===== config.mk =====
export PLATFORM = sky130hd
export DESIGN_NAME = riaf_framer
export DESIGN_NICKNAME = d
export VERILOG_FILES = /design/src/hw/riaf_pkg.sv /design/src/hw/riaf_framer.sv /design/src/hw/riaf_fifo.sv
export SDC_FILE = /design/constraint.sdc
export NUM_CORES = 1
export LEC_CHECK = 0
export BUFFER_PORTS_ARGS = -buffer_cell sky130_fd_sc_hd__buf_4
export CELL_PAD_IN_SITES_DETAIL_PLACEMENT = 0
export CELL_PAD_IN_SITES_GLOBAL_PLACEMENT = 1
export CORE_MARGIN = 1
export CORE_UTILIZATION = 48
export DETAILED_ROUTE_END_ITERATION = 8
export PLACE_DENSITY = 0.93
export SYNTH_ARGS = -nofsm -noshare
export SYNTH_HDL_FRONTEND = slang
export SYNTH_SLANG_ARGS = --single-unit

===== constraint.sdc =====
create_clock -name mclk -period 5.25 [get_ports mclk]
set_input_delay 0.2625 -clock mclk [delete_from_list [all_inputs] [get_ports mclk]]
set_output_delay 0.2625 -clock mclk [all_outputs]
set_load 0.01 [all_outputs]

===== src/hw/riaf_pkg.sv =====
// Constants and types shared by the route information and address update framer
package riaf_pkg;
  // Clock and timestamp tick
  localparam int unsigned CLK_PERIOD_NS = 100;
  localparam int unsigned TIMER_TICK_NS = 1000;
  localparam int unsigned TICK_CYC = (TIMER_TICK_NS + CLK_PERIOD_NS - 1) / CLK_PERIOD_NS;
  localparam logic [3:0] TICK_LAST = 4'(TICK_CYC - 1);
  // Frame codes
  localparam logic [7:0] START_DELIM = 8'h7e;
  localparam logic [7:0] FT_ROUTE = 8'h8d;
  localparam logic [7:0] FT_ADDR = 8'h8e;
  localparam logic [7:0] EV_NACK = 8'h11;
  localparam logic [7:0] EV_TRACE = 8'h12;
  localparam logic [7:0] FMT_ID = 8'h00;
  localparam logic [15:0] ROUTE_RSVD = 16'h0000;
  localparam logic [7:0] CSUM_BASE = 8'hff;
  // Lengths: route frame data spans offsets 3..44, inner length counts 6..44
  localparam logic [15:0] ROUTE_DATA_LEN = 16'h002a;
  localparam logic [7:0] ROUTE_INNER_LEN = 8'h27;
  localparam logic [15:0] ADDR_DATA_LEN = 16'h0012;
  // Reset values
  localparam logic [63:0] DEST_ADDR_RST = 64'h0000000000000000;
  localparam logic [31:0] TIMER_RST = 32'h00000000;
  // Buffer geometry
  localparam int unsigned BYTE_W = 8;
  localparam int unsigned FIFO_DEPTH = 16;
  localparam int unsigned FRAME_BITS = 336;
  localparam int unsigned ADDR_PAD_BITS = 192;

  // One route report request
  typedef struct packed {
    logic unicast;
    logic nack_en;
    logic trace_en;
    logic is_trace;
    logic [7:0] ack_timeouts;
    logic [63:0] dest_addr;
    logic [63:0] src_addr;
    logic [63:0] resp_addr;
    logic [63:0] recv_addr;
  } riaf_route_t;

  // Framer states, one-hot
  typedef enum logic [5:0] {
    ST_IDLE = 6'b000001,
    ST_DELIM = 6'b000010,
    ST_LEN_HI = 6'b000100,
    ST_LEN_LO = 6'b001000,
    ST_DATA = 6'b010000,
    ST_CSUM = 6'b100000
  } riaf_state_t;
endpackage


===== src/hw/riaf_framer.sv =====
// Route information and aggregate address update frame builder
module riaf_framer (
  input wire logic mclk,
  input wire logic rst_n,
  input wire logic api_en,
  input wire logic route_valid,
  output logic route_ready,
  input wire riaf_pkg::riaf_route_t route_req,
  input wire logic addr_upd_valid,
  output logic addr_upd_ready,
  input wire logic [63:0] addr_upd_new,
  output logic [31:0] dest_addr_high_reg,
  output logic [31:0] dest_addr_low_reg,
  output logic busy,
  output logic tx_valid,
  input wire logic tx_ready,
  output logic [7:0] tx_byte
);
  riaf_pkg::riaf_state_t state_ff;
  riaf_pkg::riaf_state_t nxt_state;
  logic [riaf_pkg::FRAME_BITS-1:0] frame_ff;
  logic [riaf_pkg::FRAME_BITS-1:0] nxt_frame;
  logic [15:0] len_ff;
  logic [15:0] nxt_len;
  logic [5:0] cnt_ff;
  logic [5:0] nxt_cnt;
  logic [7:0] sum_ff;
  logic [7:0] nxt_sum;
  logic [63:0] dest_ff;
  logic [63:0] nxt_dest;
  logic [31:0] timer_ff;
  logic [31:0] nxt_timer;
  logic [3:0] tick_ff;
  logic [3:0] nxt_tick;
  logic fifo_in_valid;
  logic fifo_in_ready;
  logic [7:0] fifo_in_data;
  logic route_ok;
  logic [7:0] route_ev;

  // Microsecond timer, free running and wrapping at 32 bits
  always_comb begin
    nxt_tick = tick_ff + 4'h1;
    nxt_timer = timer_ff;
    if (tick_ff == riaf_pkg::TICK_LAST) begin
      nxt_tick = 4'h0;
      nxt_timer = timer_ff + 32'h1;
    end
  end

  // Timer registers
  always_ff @(posedge mclk) begin
    if (!rst_n) begin
      tick_ff <= 4'h0;
      timer_ff <= riaf_pkg::TIMER_RST;
    end else begin
      tick_ff <= nxt_tick;
      timer_ff <= nxt_timer;
    end
  end

  // Route report qualification and event code
  always_comb begin
    route_ok = route_req.unicast &&
               (route_req.is_trace ? route_req.trace_en : route_req.nack_en);
    route_ev = route_req.is_trace ? riaf_pkg::EV_TRACE : riaf_pkg::EV_NACK;
  end

  // Request handshakes: address updates win over route reports
  always_comb begin
    addr_upd_ready = (state_ff == riaf_pkg::ST_IDLE);
    route_ready = (state_ff == riaf_pkg::ST_IDLE) && !addr_upd_valid;
    busy = (state_ff != riaf_pkg::ST_IDLE);
  end

  // Framer next state, frame image, length, count and checksum
  always_comb begin
    nxt_state = state_ff;
    nxt_frame = frame_ff;
    nxt_len = len_ff;
    nxt_cnt = cnt_ff;
    nxt_sum = sum_ff;
    nxt_dest = dest_ff;
    fifo_in_valid = 1'b0;
    fifo_in_data = 8'h00;
    case (state_ff)
      riaf_pkg::ST_IDLE: begin
        if (addr_upd_valid) begin
          nxt_dest = addr_upd_new;
          if (api_en) begin
            // Frame image: type, format, new then old address, MSB first
            nxt_frame = {riaf_pkg::FT_ADDR, riaf_pkg::FMT_ID,
                         addr_upd_new, dest_ff,
                         {riaf_pkg::ADDR_PAD_BITS{1'b0}}};
            nxt_len = riaf_pkg::ADDR_DATA_LEN;
            nxt_state = riaf_pkg::ST_DELIM;
          end
        end else if (route_valid && route_ok) begin
          // Frame image in offset order, every field MSB first
          nxt_frame = {riaf_pkg::FT_ROUTE, route_ev, riaf_pkg::ROUTE_INNER_LEN,
                       timer_ff,
                       route_req.ack_timeouts, riaf_pkg::ROUTE_RSVD,
                       route_req.dest_addr, route_req.src_addr,
                       route_req.resp_addr, route_req.recv_addr};
          nxt_len = riaf_pkg::ROUTE_DATA_LEN;
          nxt_state = riaf_pkg::ST_DELIM;
        end
      end
      riaf_pkg::ST_DELIM: begin
        fifo_in_valid = 1'b1;
        fifo_in_data = riaf_pkg::START_DELIM;
        if (fifo_in_ready) begin
          nxt_state = riaf_pkg::ST_LEN_HI;
        end
      end
      riaf_pkg::ST_LEN_HI: begin
        fifo_in_valid = 1'b1;
        fifo_in_data = len_ff[15:8];
        if (fifo_in_ready) begin
          nxt_state = riaf_pkg::ST_LEN_LO;
        end
      end
      riaf_pkg::ST_LEN_LO: begin
        fifo_in_valid = 1'b1;
        fifo_in_data = len_ff[7:0];
        if (fifo_in_ready) begin
          nxt_cnt = len_ff[5:0];
          nxt_sum = 8'h00;
          nxt_state = riaf_pkg::ST_DATA;
        end
      end
      riaf_pkg::ST_DATA: begin
        fifo_in_valid = 1'b1;
        fifo_in_data = frame_ff[riaf_pkg::FRAME_BITS-1 -: 8];
        if (fifo_in_ready) begin
          nxt_frame = {frame_ff[riaf_pkg::FRAME_BITS-9:0], 8'h00};
          nxt_sum = sum_ff + frame_ff[riaf_pkg::FRAME_BITS-1 -: 8];
          nxt_cnt = cnt_ff - 6'h01;
          if (cnt_ff == 6'h01) begin
            nxt_state = riaf_pkg::ST_CSUM;
          end
        end
      end
      riaf_pkg::ST_CSUM: begin
        fifo_in_valid = 1'b1;
        fifo_in_data = riaf_pkg::CSUM_BASE - sum_ff;
        if (fifo_in_ready) begin
          nxt_state = riaf_pkg::ST_IDLE;
        end
      end
      default: begin
        nxt_state = riaf_pkg::ST_IDLE;
      end
    endcase
  end

  // Framer registers
  always_ff @(posedge mclk) begin
    if (!rst_n) begin
      state_ff <= riaf_pkg::ST_IDLE;
      frame_ff <= '0;
      len_ff <= 16'h0000;
      cnt_ff <= 6'h00;
      sum_ff <= 8'h00;
      dest_ff <= riaf_pkg::DEST_ADDR_RST;
    end else begin
      state_ff <= nxt_state;
      frame_ff <= nxt_frame;
      len_ff <= nxt_len;
      cnt_ff <= nxt_cnt;
      sum_ff <= nxt_sum;
      dest_ff <= nxt_dest;
    end
  end

  // Destination address register halves
  always_comb begin
    dest_addr_high_reg = dest_ff[63:32];
    dest_addr_low_reg = dest_ff[31:0];
  end

  // Output byte buffer, stalls the framer when the host holds off
  riaf_fifo #(
    .WIDTH(riaf_pkg::BYTE_W),
    .DEPTH(riaf_pkg::FIFO_DEPTH)
  ) u_fifo (
    .mclk(mclk),
    .rst_n(rst_n),
    .in_valid(fifo_in_valid),
    .in_ready(fifo_in_ready),
    .in_data(fifo_in_data),
    .out_valid(tx_valid),
    .out_ready(tx_ready),
    .out_data(tx_byte)
  );
endmodule


===== src/hw/riaf_fifo.sv =====
// Byte FIFO with valid and ready on both sides
module riaf_fifo #(
  parameter int unsigned WIDTH = 8,
  parameter int unsigned DEPTH = 16
) (
  input wire logic mclk,
  input wire logic rst_n,
  input wire logic in_valid,
  output logic in_ready,
  input wire logic [WIDTH-1:0] in_data,
  output logic out_valid,
  input wire logic out_ready,
  output logic [WIDTH-1:0] out_data
);
  localparam int unsigned AW = $clog2(DEPTH);

  logic [WIDTH-1:0] mem_ff [DEPTH];
  logic [AW:0] wr_ff;
  logic [AW:0] rd_ff;
  logic [AW:0] nxt_wr;
  logic [AW:0] nxt_rd;
  logic push;
  logic pop;

  // Full and empty from pointers with a wrap bit
  always_comb begin
    in_ready = !((wr_ff[AW] != rd_ff[AW]) && (wr_ff[AW-1:0] == rd_ff[AW-1:0]));
    out_valid = (wr_ff != rd_ff);
    out_data = mem_ff[rd_ff[AW-1:0]];
    push = in_valid && in_ready;
    pop = out_valid && out_ready;
    nxt_wr = push ? wr_ff + 1'b1 : wr_ff;
    nxt_rd = pop ? rd_ff + 1'b1 : rd_ff;
  end

  // Pointers
  always_ff @(posedge mclk) begin
    if (!rst_n) begin
      wr_ff <= '0;
      rd_ff <= '0;
    end else begin
      wr_ff <= nxt_wr;
      rd_ff <= nxt_rd;
    end
  end

  // Storage, written only on push
  always_ff @(posedge mclk) begin
    if (push) begin
      mem_ff[wr_ff[AW-1:0]] <= in_data;
    end
  end
endmodule


==> results.cfg, run 1 <==
[status]
status = finished, final reports clean

[sta]
tightest_slew_ns = 1.387
setup_violations = 0
period_needed_ns = 3.429
hold_viol_final = 0
max-slew-margin-rel = 0.06821
setup-tns-final_ns = 0
max_freq_mhz = 291.6
rsz0062_at_grt = false
fin_crit_sh = 0.6531
fin_skew_ns = 0.01934
slew_violations = 0
worst_slack_ns = 1.821

[clocking]
clk_latency_ns = 0.60
cts_buffers = 67
cts_root_buf = clkbuf_16
htree_levels = 3
cts_tree = built
cts_buffer_depth = 3
path_clk_slew_ns = 0.06
ctsResizeCount = 0
cts.sinks = 601

[floorplan]
die_h_um = 244.8
die_x_um = 244.8
die-area_sq_um = 59950
rows = 88
core_sq_um = 58030
initial_utilization = 0.4878
ios = 414

[global_routing]
overflow = 0
grt_pass1_wl_um = 120100
grt_usage = 0.2522
grt_pass1_vias = 21863
antenna_found_initial = 4
grt_max_degree = 246

[finish]
regArea_sq_um = 13310
multiInputGateArea_sq_um = 13590
final_layout_size_suffix_gt1_frac = 0.2474
final_area_sq_um = 34290
areaGrowthSynthToFinish_pct = 21.14
nets = 3566
fillers = 4798

[critical_path]
slowest_stage = nor3_1
crit_type = flop to flop
arrival_ns = 3.63
required_ns = 5.45
path_max_fanout = 9
crit_chain = nor4_1 -> nand3b_1 -> a32oi_2 -> nand2_1 -> nor3_1
worst_setup_path_start_kind = flop
worst_path_largest_cell_delay_ns = 1.08
end_kind = flop

[drt]
met3_length_um = 4687
routed_wl_um = 78440
drcViolationCount = 0
drtPass1Iterations = 5
initialDrtViolationCount = 1861
wl_met2_um = 38220
wl_per_cell_um = 19.48
highest_layer = met4
num_vias = 22920
m1WireLength_um = 33520
ant_nets = 0
via_per_inst = 5.692

[placement]
pre_cts_slack_ns = 1.864
gp_congestion = 0.8934
placed_area_sq_um = 31360
hpwl_um = 51050
portBuffers = 413

[synth]
synth_area_leaders = dfxtp_1 (33%), edfxtp_1 (14%), a211oi_2 (8.3%), nand2_1 (5.5%), nor3b_1 (4.9%)
async_flop_share = 0
synth_area_leader_cell = dfxtp_1
synth_cell_type_count = 61
synth_nets = 3263
synthFlopType = dfxtp_1
yosys_register_bits = 601
yosysSeqAreaShare = 0.4703
synth_edf_count = 128
syn_inst = 2907
synth_warnings = 0
synth_top_area_frac = 0.3345
syn_avg_cell_area_sq_um = 9.737
netlist_area_sq_um = 28310

[power]
internal-power_uw = 8801
switching_share = 0.2869
p_comb_frac = 0.183
vdd_drop_max_mv = 0.2408
pwr-share-seq = 0.445
power_frac_clock = 0.373
p_per_area_nw_per_um2 = 359.9
p_leak_uw = 0.01282
p_sw_uw = 3540

[worst_hold_path]
holdCritPathClass = primary input to flop

[flow_run]
cap_violations = 0
[Yosys cell counts, drive strengths merged (8+ instances only)]
cell / number
nand3b: 9
clkbuf: 186
xnor2: 15
ha: 17
xor2: 31
nor3b: 186
a211oi: 190
nand4: 15
o2111ai: 109
mux4: 40
or3: 8
nand2b: 9
mux2i: 110
nor2: 296
inv: 10
edfxtp: 128
a311oi: 22
nand2: 417
dfxtp: 473
nor3: 10
o21ai: 138
a22oi: 10
nand3: 47
a21oi: 272
buf: 94
[power groups by stage]
stage / registers [uW] / logic, uW / clock network (uW)
finish: 5490 / 2260 / 4600
global route: 5530 / 2460 / 4880
CTS: 5480 / 2260 / 4670
detailed placement: 5580 / 2210 / 0
global placement: 5560 / 2130 / 0
floorplan: 5480 / 1710 / 0
[per-stage QoR]
step	util	hold slack [ns]	power [uW]	instances
final	0.5910	0.02605	12340	4027
after global routing	0.5910	0.01678	12880	4027
after CTS	0.5900	0.0005463	12410	4019
after detailed placement	0.5405	0.4410	7783	3830
after global placement	0.5405	0.4352	7692	3830
after floorplan	-	0.3929	7185	2907
[placed cells by master (no fill, tap or decap), drive strengths merged, types with 3 or more instances in the layout]
| cell type | instances |
|---|---|
| a211oi | 190 |
| a21oi | 272 |
| a22oi | 10 |
| a311oi | 22 |
| a31oi | 3 |
| and2 | 7 |
| and3 | 7 |
| buf | 441 |
| bufinv | 3 |
| clkbuf | 94 |
| clkinv | 19 |
| dfxtp | 473 |
| diode | 4 |
| dlygate4sd3 | 72 |
| edfxtp | 128 |
| ha | 17 |
| inv | 11 |
| mux2i | 110 |
| mux4 | 40 |
| nand2 | 417 |
| nand2b | 9 |
| nand3 | 47 |
| nand3b | 9 |
| nand4 | 15 |
| nor2 | 296 |
| nor2b | 4 |
| nor3 | 10 |
| nor3b | 186 |
| nor4 | 7 |
| o2111ai | 109 |
| o211ai | 7 |
| o21ai | 138 |
| or3 | 8 |
| or4 | 3 |
| xnor2 | 15 |
| xor2 | 31 |
[metal layers]
| layer | up-vias | track usage |
|---|---|---|
| met3 | 115 | 0.03761 |
| li1 | 11148 | - |
| met4 | 0 | 0.08529 |
| met2 | 772 | 0.4228 |
| met5 | - | 0 |
| met1 | 10885 | 0.3316 |
[area by class of cell]
| class | count | share of cell area |
|---|---|---|
| clock inverter | 24 | 0.008173 |
| sequential | 601 | 0.3883 |
| multi-input combinational | 2016 | 0.3962 |
| clock buffer | 93 | 0.05466 |
| antenna | 4 | 0.0002919 |
| timing repair buffer | 514 | 0.1231 |
| inverter | 10 | 0.001314 |
| tap | 765 | 0.02791 |
[worst max-delay path, delay by kind of cell, from the launching register on]
family / cells / cell delay (ns)
simple gates: 4 / 2.08
compound gates: 1 / 0.52
flops: 1 / 0.42
[what timing repair did]
action / CTS / global route
hold buffers: 72 / 0
buffers inserted: 0 / 0
hold endpoints to repair: 78 / 0
[state kept, by name (all words and copies together) (netlist names), named ones only]
signal / cells
u_fifo.wr_ff: 5
dest_ff: 64
timer_ff: 32
u_fifo.mem_ff: 128
frame_ff: 336
tick_ff: 4
u_fifo.rd_ff: 5
cnt_ff: 6
len_ff: 3
state_ff: 6
sum_ff: 8
[path summary, 6_finish.rpt]
| kind | startpoint | slack (ns) | end | cells past startpoint |
|---|---|---|---|---|
| setup reg to reg | state_ff[3] | 1.82 | u_fifo.mem_ff[2][7] | 5 |
| hold reg to reg | frame_ff[249] | 0.45 | frame_ff[249] | 2 |
| setup / recovery | state_ff[3] | 1.82 | u_fifo.mem_ff[2][7] | 5 |
| hold / removal | route_req[264] | 0.03 | frame_ff[320] | 3 |
[cell families after synthesis]
kind of cell / share of synthesized area
AOI/OAI and AO/OA: 0.2127
xor gates and xnor gates: 0.01423
adders and majority gates: 0.008222
buffers and inverters: 0.05044
DFF: 0.4703
muxes: 0.07112
and+or+nand+nor: 0.1729
No activity file was read; power rests on OpenSTA's default activity.
==> inputs of run 2 (changes only) <==
--- a/config.mk
+++ b/config.mk
@@ -5,13 +5,14 @@
 export SDC_FILE = /design/constraint.sdc
 export NUM_CORES = 1
 export LEC_CHECK = 0
+export ABC_AREA = 1
 export BUFFER_PORTS_ARGS = -buffer_cell sky130_fd_sc_hd__buf_4
 export CELL_PAD_IN_SITES_DETAIL_PLACEMENT = 0
 export CELL_PAD_IN_SITES_GLOBAL_PLACEMENT = 1
 export CORE_MARGIN = 1
-export CORE_UTILIZATION = 48
+export CORE_UTILIZATION = 41
 export DETAILED_ROUTE_END_ITERATION = 8
-export PLACE_DENSITY = 0.93
+export PLACE_DENSITY = 0.87
 export SYNTH_ARGS = -nofsm -noshare
 export SYNTH_HDL_FRONTEND = slang
 export SYNTH_SLANG_ARGS = --single-unit
==> constraint.sdc (replaced) <==
create_clock -name mclk -period 3.5 [get_ports mclk]
set_input_delay 0.175 -clock mclk [delete_from_list [all_inputs] [get_ports mclk]]
set_output_delay 0.175 -clock mclk [all_outputs]
set_load 0.01 [all_outputs]
==> run 2 against run 1 <==
  * Clock power grew 61%
  * Synthesized cell count grew 47%
  * Critical path depth grew 4
  * Critical endpoint is now frame_ff[117]
  * Largest cell class is now registers
  * Largest power group is now combinational logic
==> results.cfg, run 2 <==
[global_routing]
overflow = 0
grt_pass1_wl_um = 151300
grt_usage = 0.2594
grt_max_degree = 218
antenna_found_initial = 12
grt_pass1_vias = 27629

[critical_path]
cp-startpoint = state_ff[3]
rrSetupSlack_ns = 0.61
end_kind = flop
worst_setup_path_start_kind = flop
arrival_ns = 3.43
path_max_fanout = 99
crit_end = frame_ff[117]
crit_chain = nor2_4 -> nand3_4 -> inv_2 -> nor2_4 -> buf_4 -> nand2_1 -> o21ai_0 -> nor2_1 -> nor2_1
required_ns = 4.04
worst_path_largest_cell_delay_ns = 0.82
crit_type = flop to flop
r2r-start = state_ff[3]
ff2ff_path_depth = 9
slowest_stage = buf_4
r2r-end = frame_ff[117]

[sta]
period_needed_ns = 2.894
setup_violations = 0
setup-tns-final_ns = 0
hold_viol_final = 0
slew_violations = 0
max-slew-margin-rel = 0.2323
max_freq_mhz = 345.6
fin_skew_ns = 0.02654
rsz0062_at_grt = false
fin_crit_sh = 0.8268
tightest_slew_ns = 1.151

[floorplan]
initial_utilization = 0.4160
rows = 97
die-area_sq_um = 72500
ios = 414
die_h_um = 269.3
core_sq_um = 70390
die_x_um = 269.3

[synth]
yosys_register_bits = 601
netlist_top_cells_count = nand2_1 (1189), nor2_1 (884), dfxtp_1 (473)
yosysSeqAreaShare = 0.4546
async_flop_share = 0
synth_compound_gate_area_share = 0.1116
synth-simple-area-share = 0.3087
muxShareOfSynthArea = 0.01094
synth_xor_area_frac = 0.004486
netlist_area_sq_um = 29290
yosys.area_share.adder = 0.007947
synth.most_common_cell = nand2_1
synth_area_leaders = dfxtp_1 (32%), nand2_1 (15%), edfxtp_1 (13%), nor2_1 (11%), o21ai_0 (5.8%)
synth_edf_count = 128
synthFlopType = dfxtp_1
synth_nets = 4615
synth_warnings = 0
syn_avg_cell_area_sq_um = 6.876
synth_area_leader_cell = dfxtp_1
synth_top_area_frac = 0.3233
synth_cell_type_count = 36
synth_top_family_by_area = simple AND/OR/NAND/NOR gates
syn_inst = 4259

[power]
p_total_uw = 29090
vdd_drop_max_mv = 0.6523
p_per_area_nw_per_um2 = 751.1
p_leak_uw = 0.01767

[clocking]
path_clk_slew_ns = 0.06
clk_latency_ns = 0.61
cts.sinks = 601
post_cts_buffers = 0
cts_root_buf = clkbuf_16
cts_buffer_depth = 3
htree_levels = 3
cts_tree = built
cts_buffers = 70

[drt]
num_vias = 28817
via_per_inst = 4.893
wl_per_cell_um = 16.38
routed_wl_um = 96470
drcViolationCount = 0
initialDrtViolationCount = 2296
drtPass1Iterations = 6
ant_nets = 0

[placement]
portBuffers = 413
gp_congestion = 0.8763
hpwl_um = 61580

[finish]
nets = 5239
layout_common_cells = nand2_1 (1189), nor2_1 (883), dfxtp_1 (472)
largest_reg_flops = 336
regMostFlops = frame_ff
final_layout_size_suffix_gt1_frac = 0.1227
final_common_cell = nand2_1
fillers = 6737
areaGrowthSynthToFinish_pct = 32.25

[flow_run]
cap_violations = 0

[worst_hold_path]
holdCritPathClass = primary input to flop

[status]
status = finished, final reports clean
## run 2: cell families after synthesis
group,after synthesis
compound gates,578
xor+xnor,15
fa+ha+maj,18
buf+inv,710
flops,601
mux,32
simple gates,2305
## run 2: worst min-delay path by stage
stage                           from             to  slack (ns)  depth (start not counted)
floorplan            addr_upd_new[0]     dest_ff[0]        0.31                          2
global placement    addr_upd_new[13]    dest_ff[13]        0.41                          3
detailed placement  addr_upd_new[14]    dest_ff[14]        0.42                          3
global route          route_req[224]  frame_ff[224]        0.04                          5
finish                   route_valid      len_ff[3]        0.04                          5
CTS                      route_valid      len_ff[3]       0.001                          5
## run 2: cell type report
type	count	area [sq um]	share of cell area
Antenna cell	10	25.02	0.0006461
Timing Repair Buffer	817	7189	0.1856
Sequential cell	601	13310	0.3438
Multi-Input combinational cell	2948	13020	0.3362
Clock buffer	106	2057	0.05311
Inverter	445	1670	0.04313
Clock inverter	22	276.5	0.007140
Tap cell	940	1176	0.03037
## run 2: through the flow
stage               hold WS (ns)    util  setup slack, ns  area (sq um)  std cells
floorplan                 0.3099       -            1.458         29290       4259
global route             0.04089  0.5501           0.2868         38720       5886
finish                   0.04015  0.5502           0.6063         38730       5889
detailed placement        0.4160  0.4678           0.6290         32930       5407
global placement          0.4083  0.4678           0.6705         32930       5407
CTS                     0.001258  0.5498           0.5901         38700       5879
## run 2: layer usage
| layer | track usage | vias to the layer above | wire (um) |
|---|---|---|---|
| met5 | 0 | - | 66 |
| met3 | 0.04186 | 239 | 5203 |
| met2 | 0.4226 | 878 | 44050 |
| met4 | 0.1223 | 10 | 4420 |
| li1 | - | 14605 | - |
| met1 | 0.3354 | 13085 | 42730 |
## run 2: worst max-delay path: cells and delay by family, from the launching register on
family / cells / cell delay [ns]
buffers and inverters: 2 / 1.06
AND/OR/NAND/NOR: 6 / 1.02
flip-flops: 1 / 0.40
AO/OA/AOI/OAI: 1 / 0.14
## run 2: report_power, final
part / switching [uW] / internal (uW)
sequential: 773 / 8780
combinational: 7750 / 4390
clock: 3020 / 4390
total: 11500 / 17600
## run 2: what timing repair did
action,in CTS,in global routing
gates resized for setup,0,0
endpoints found under the hold margin,371,0
hold buffers,344,0
endpoints found under the setup margin,0,0
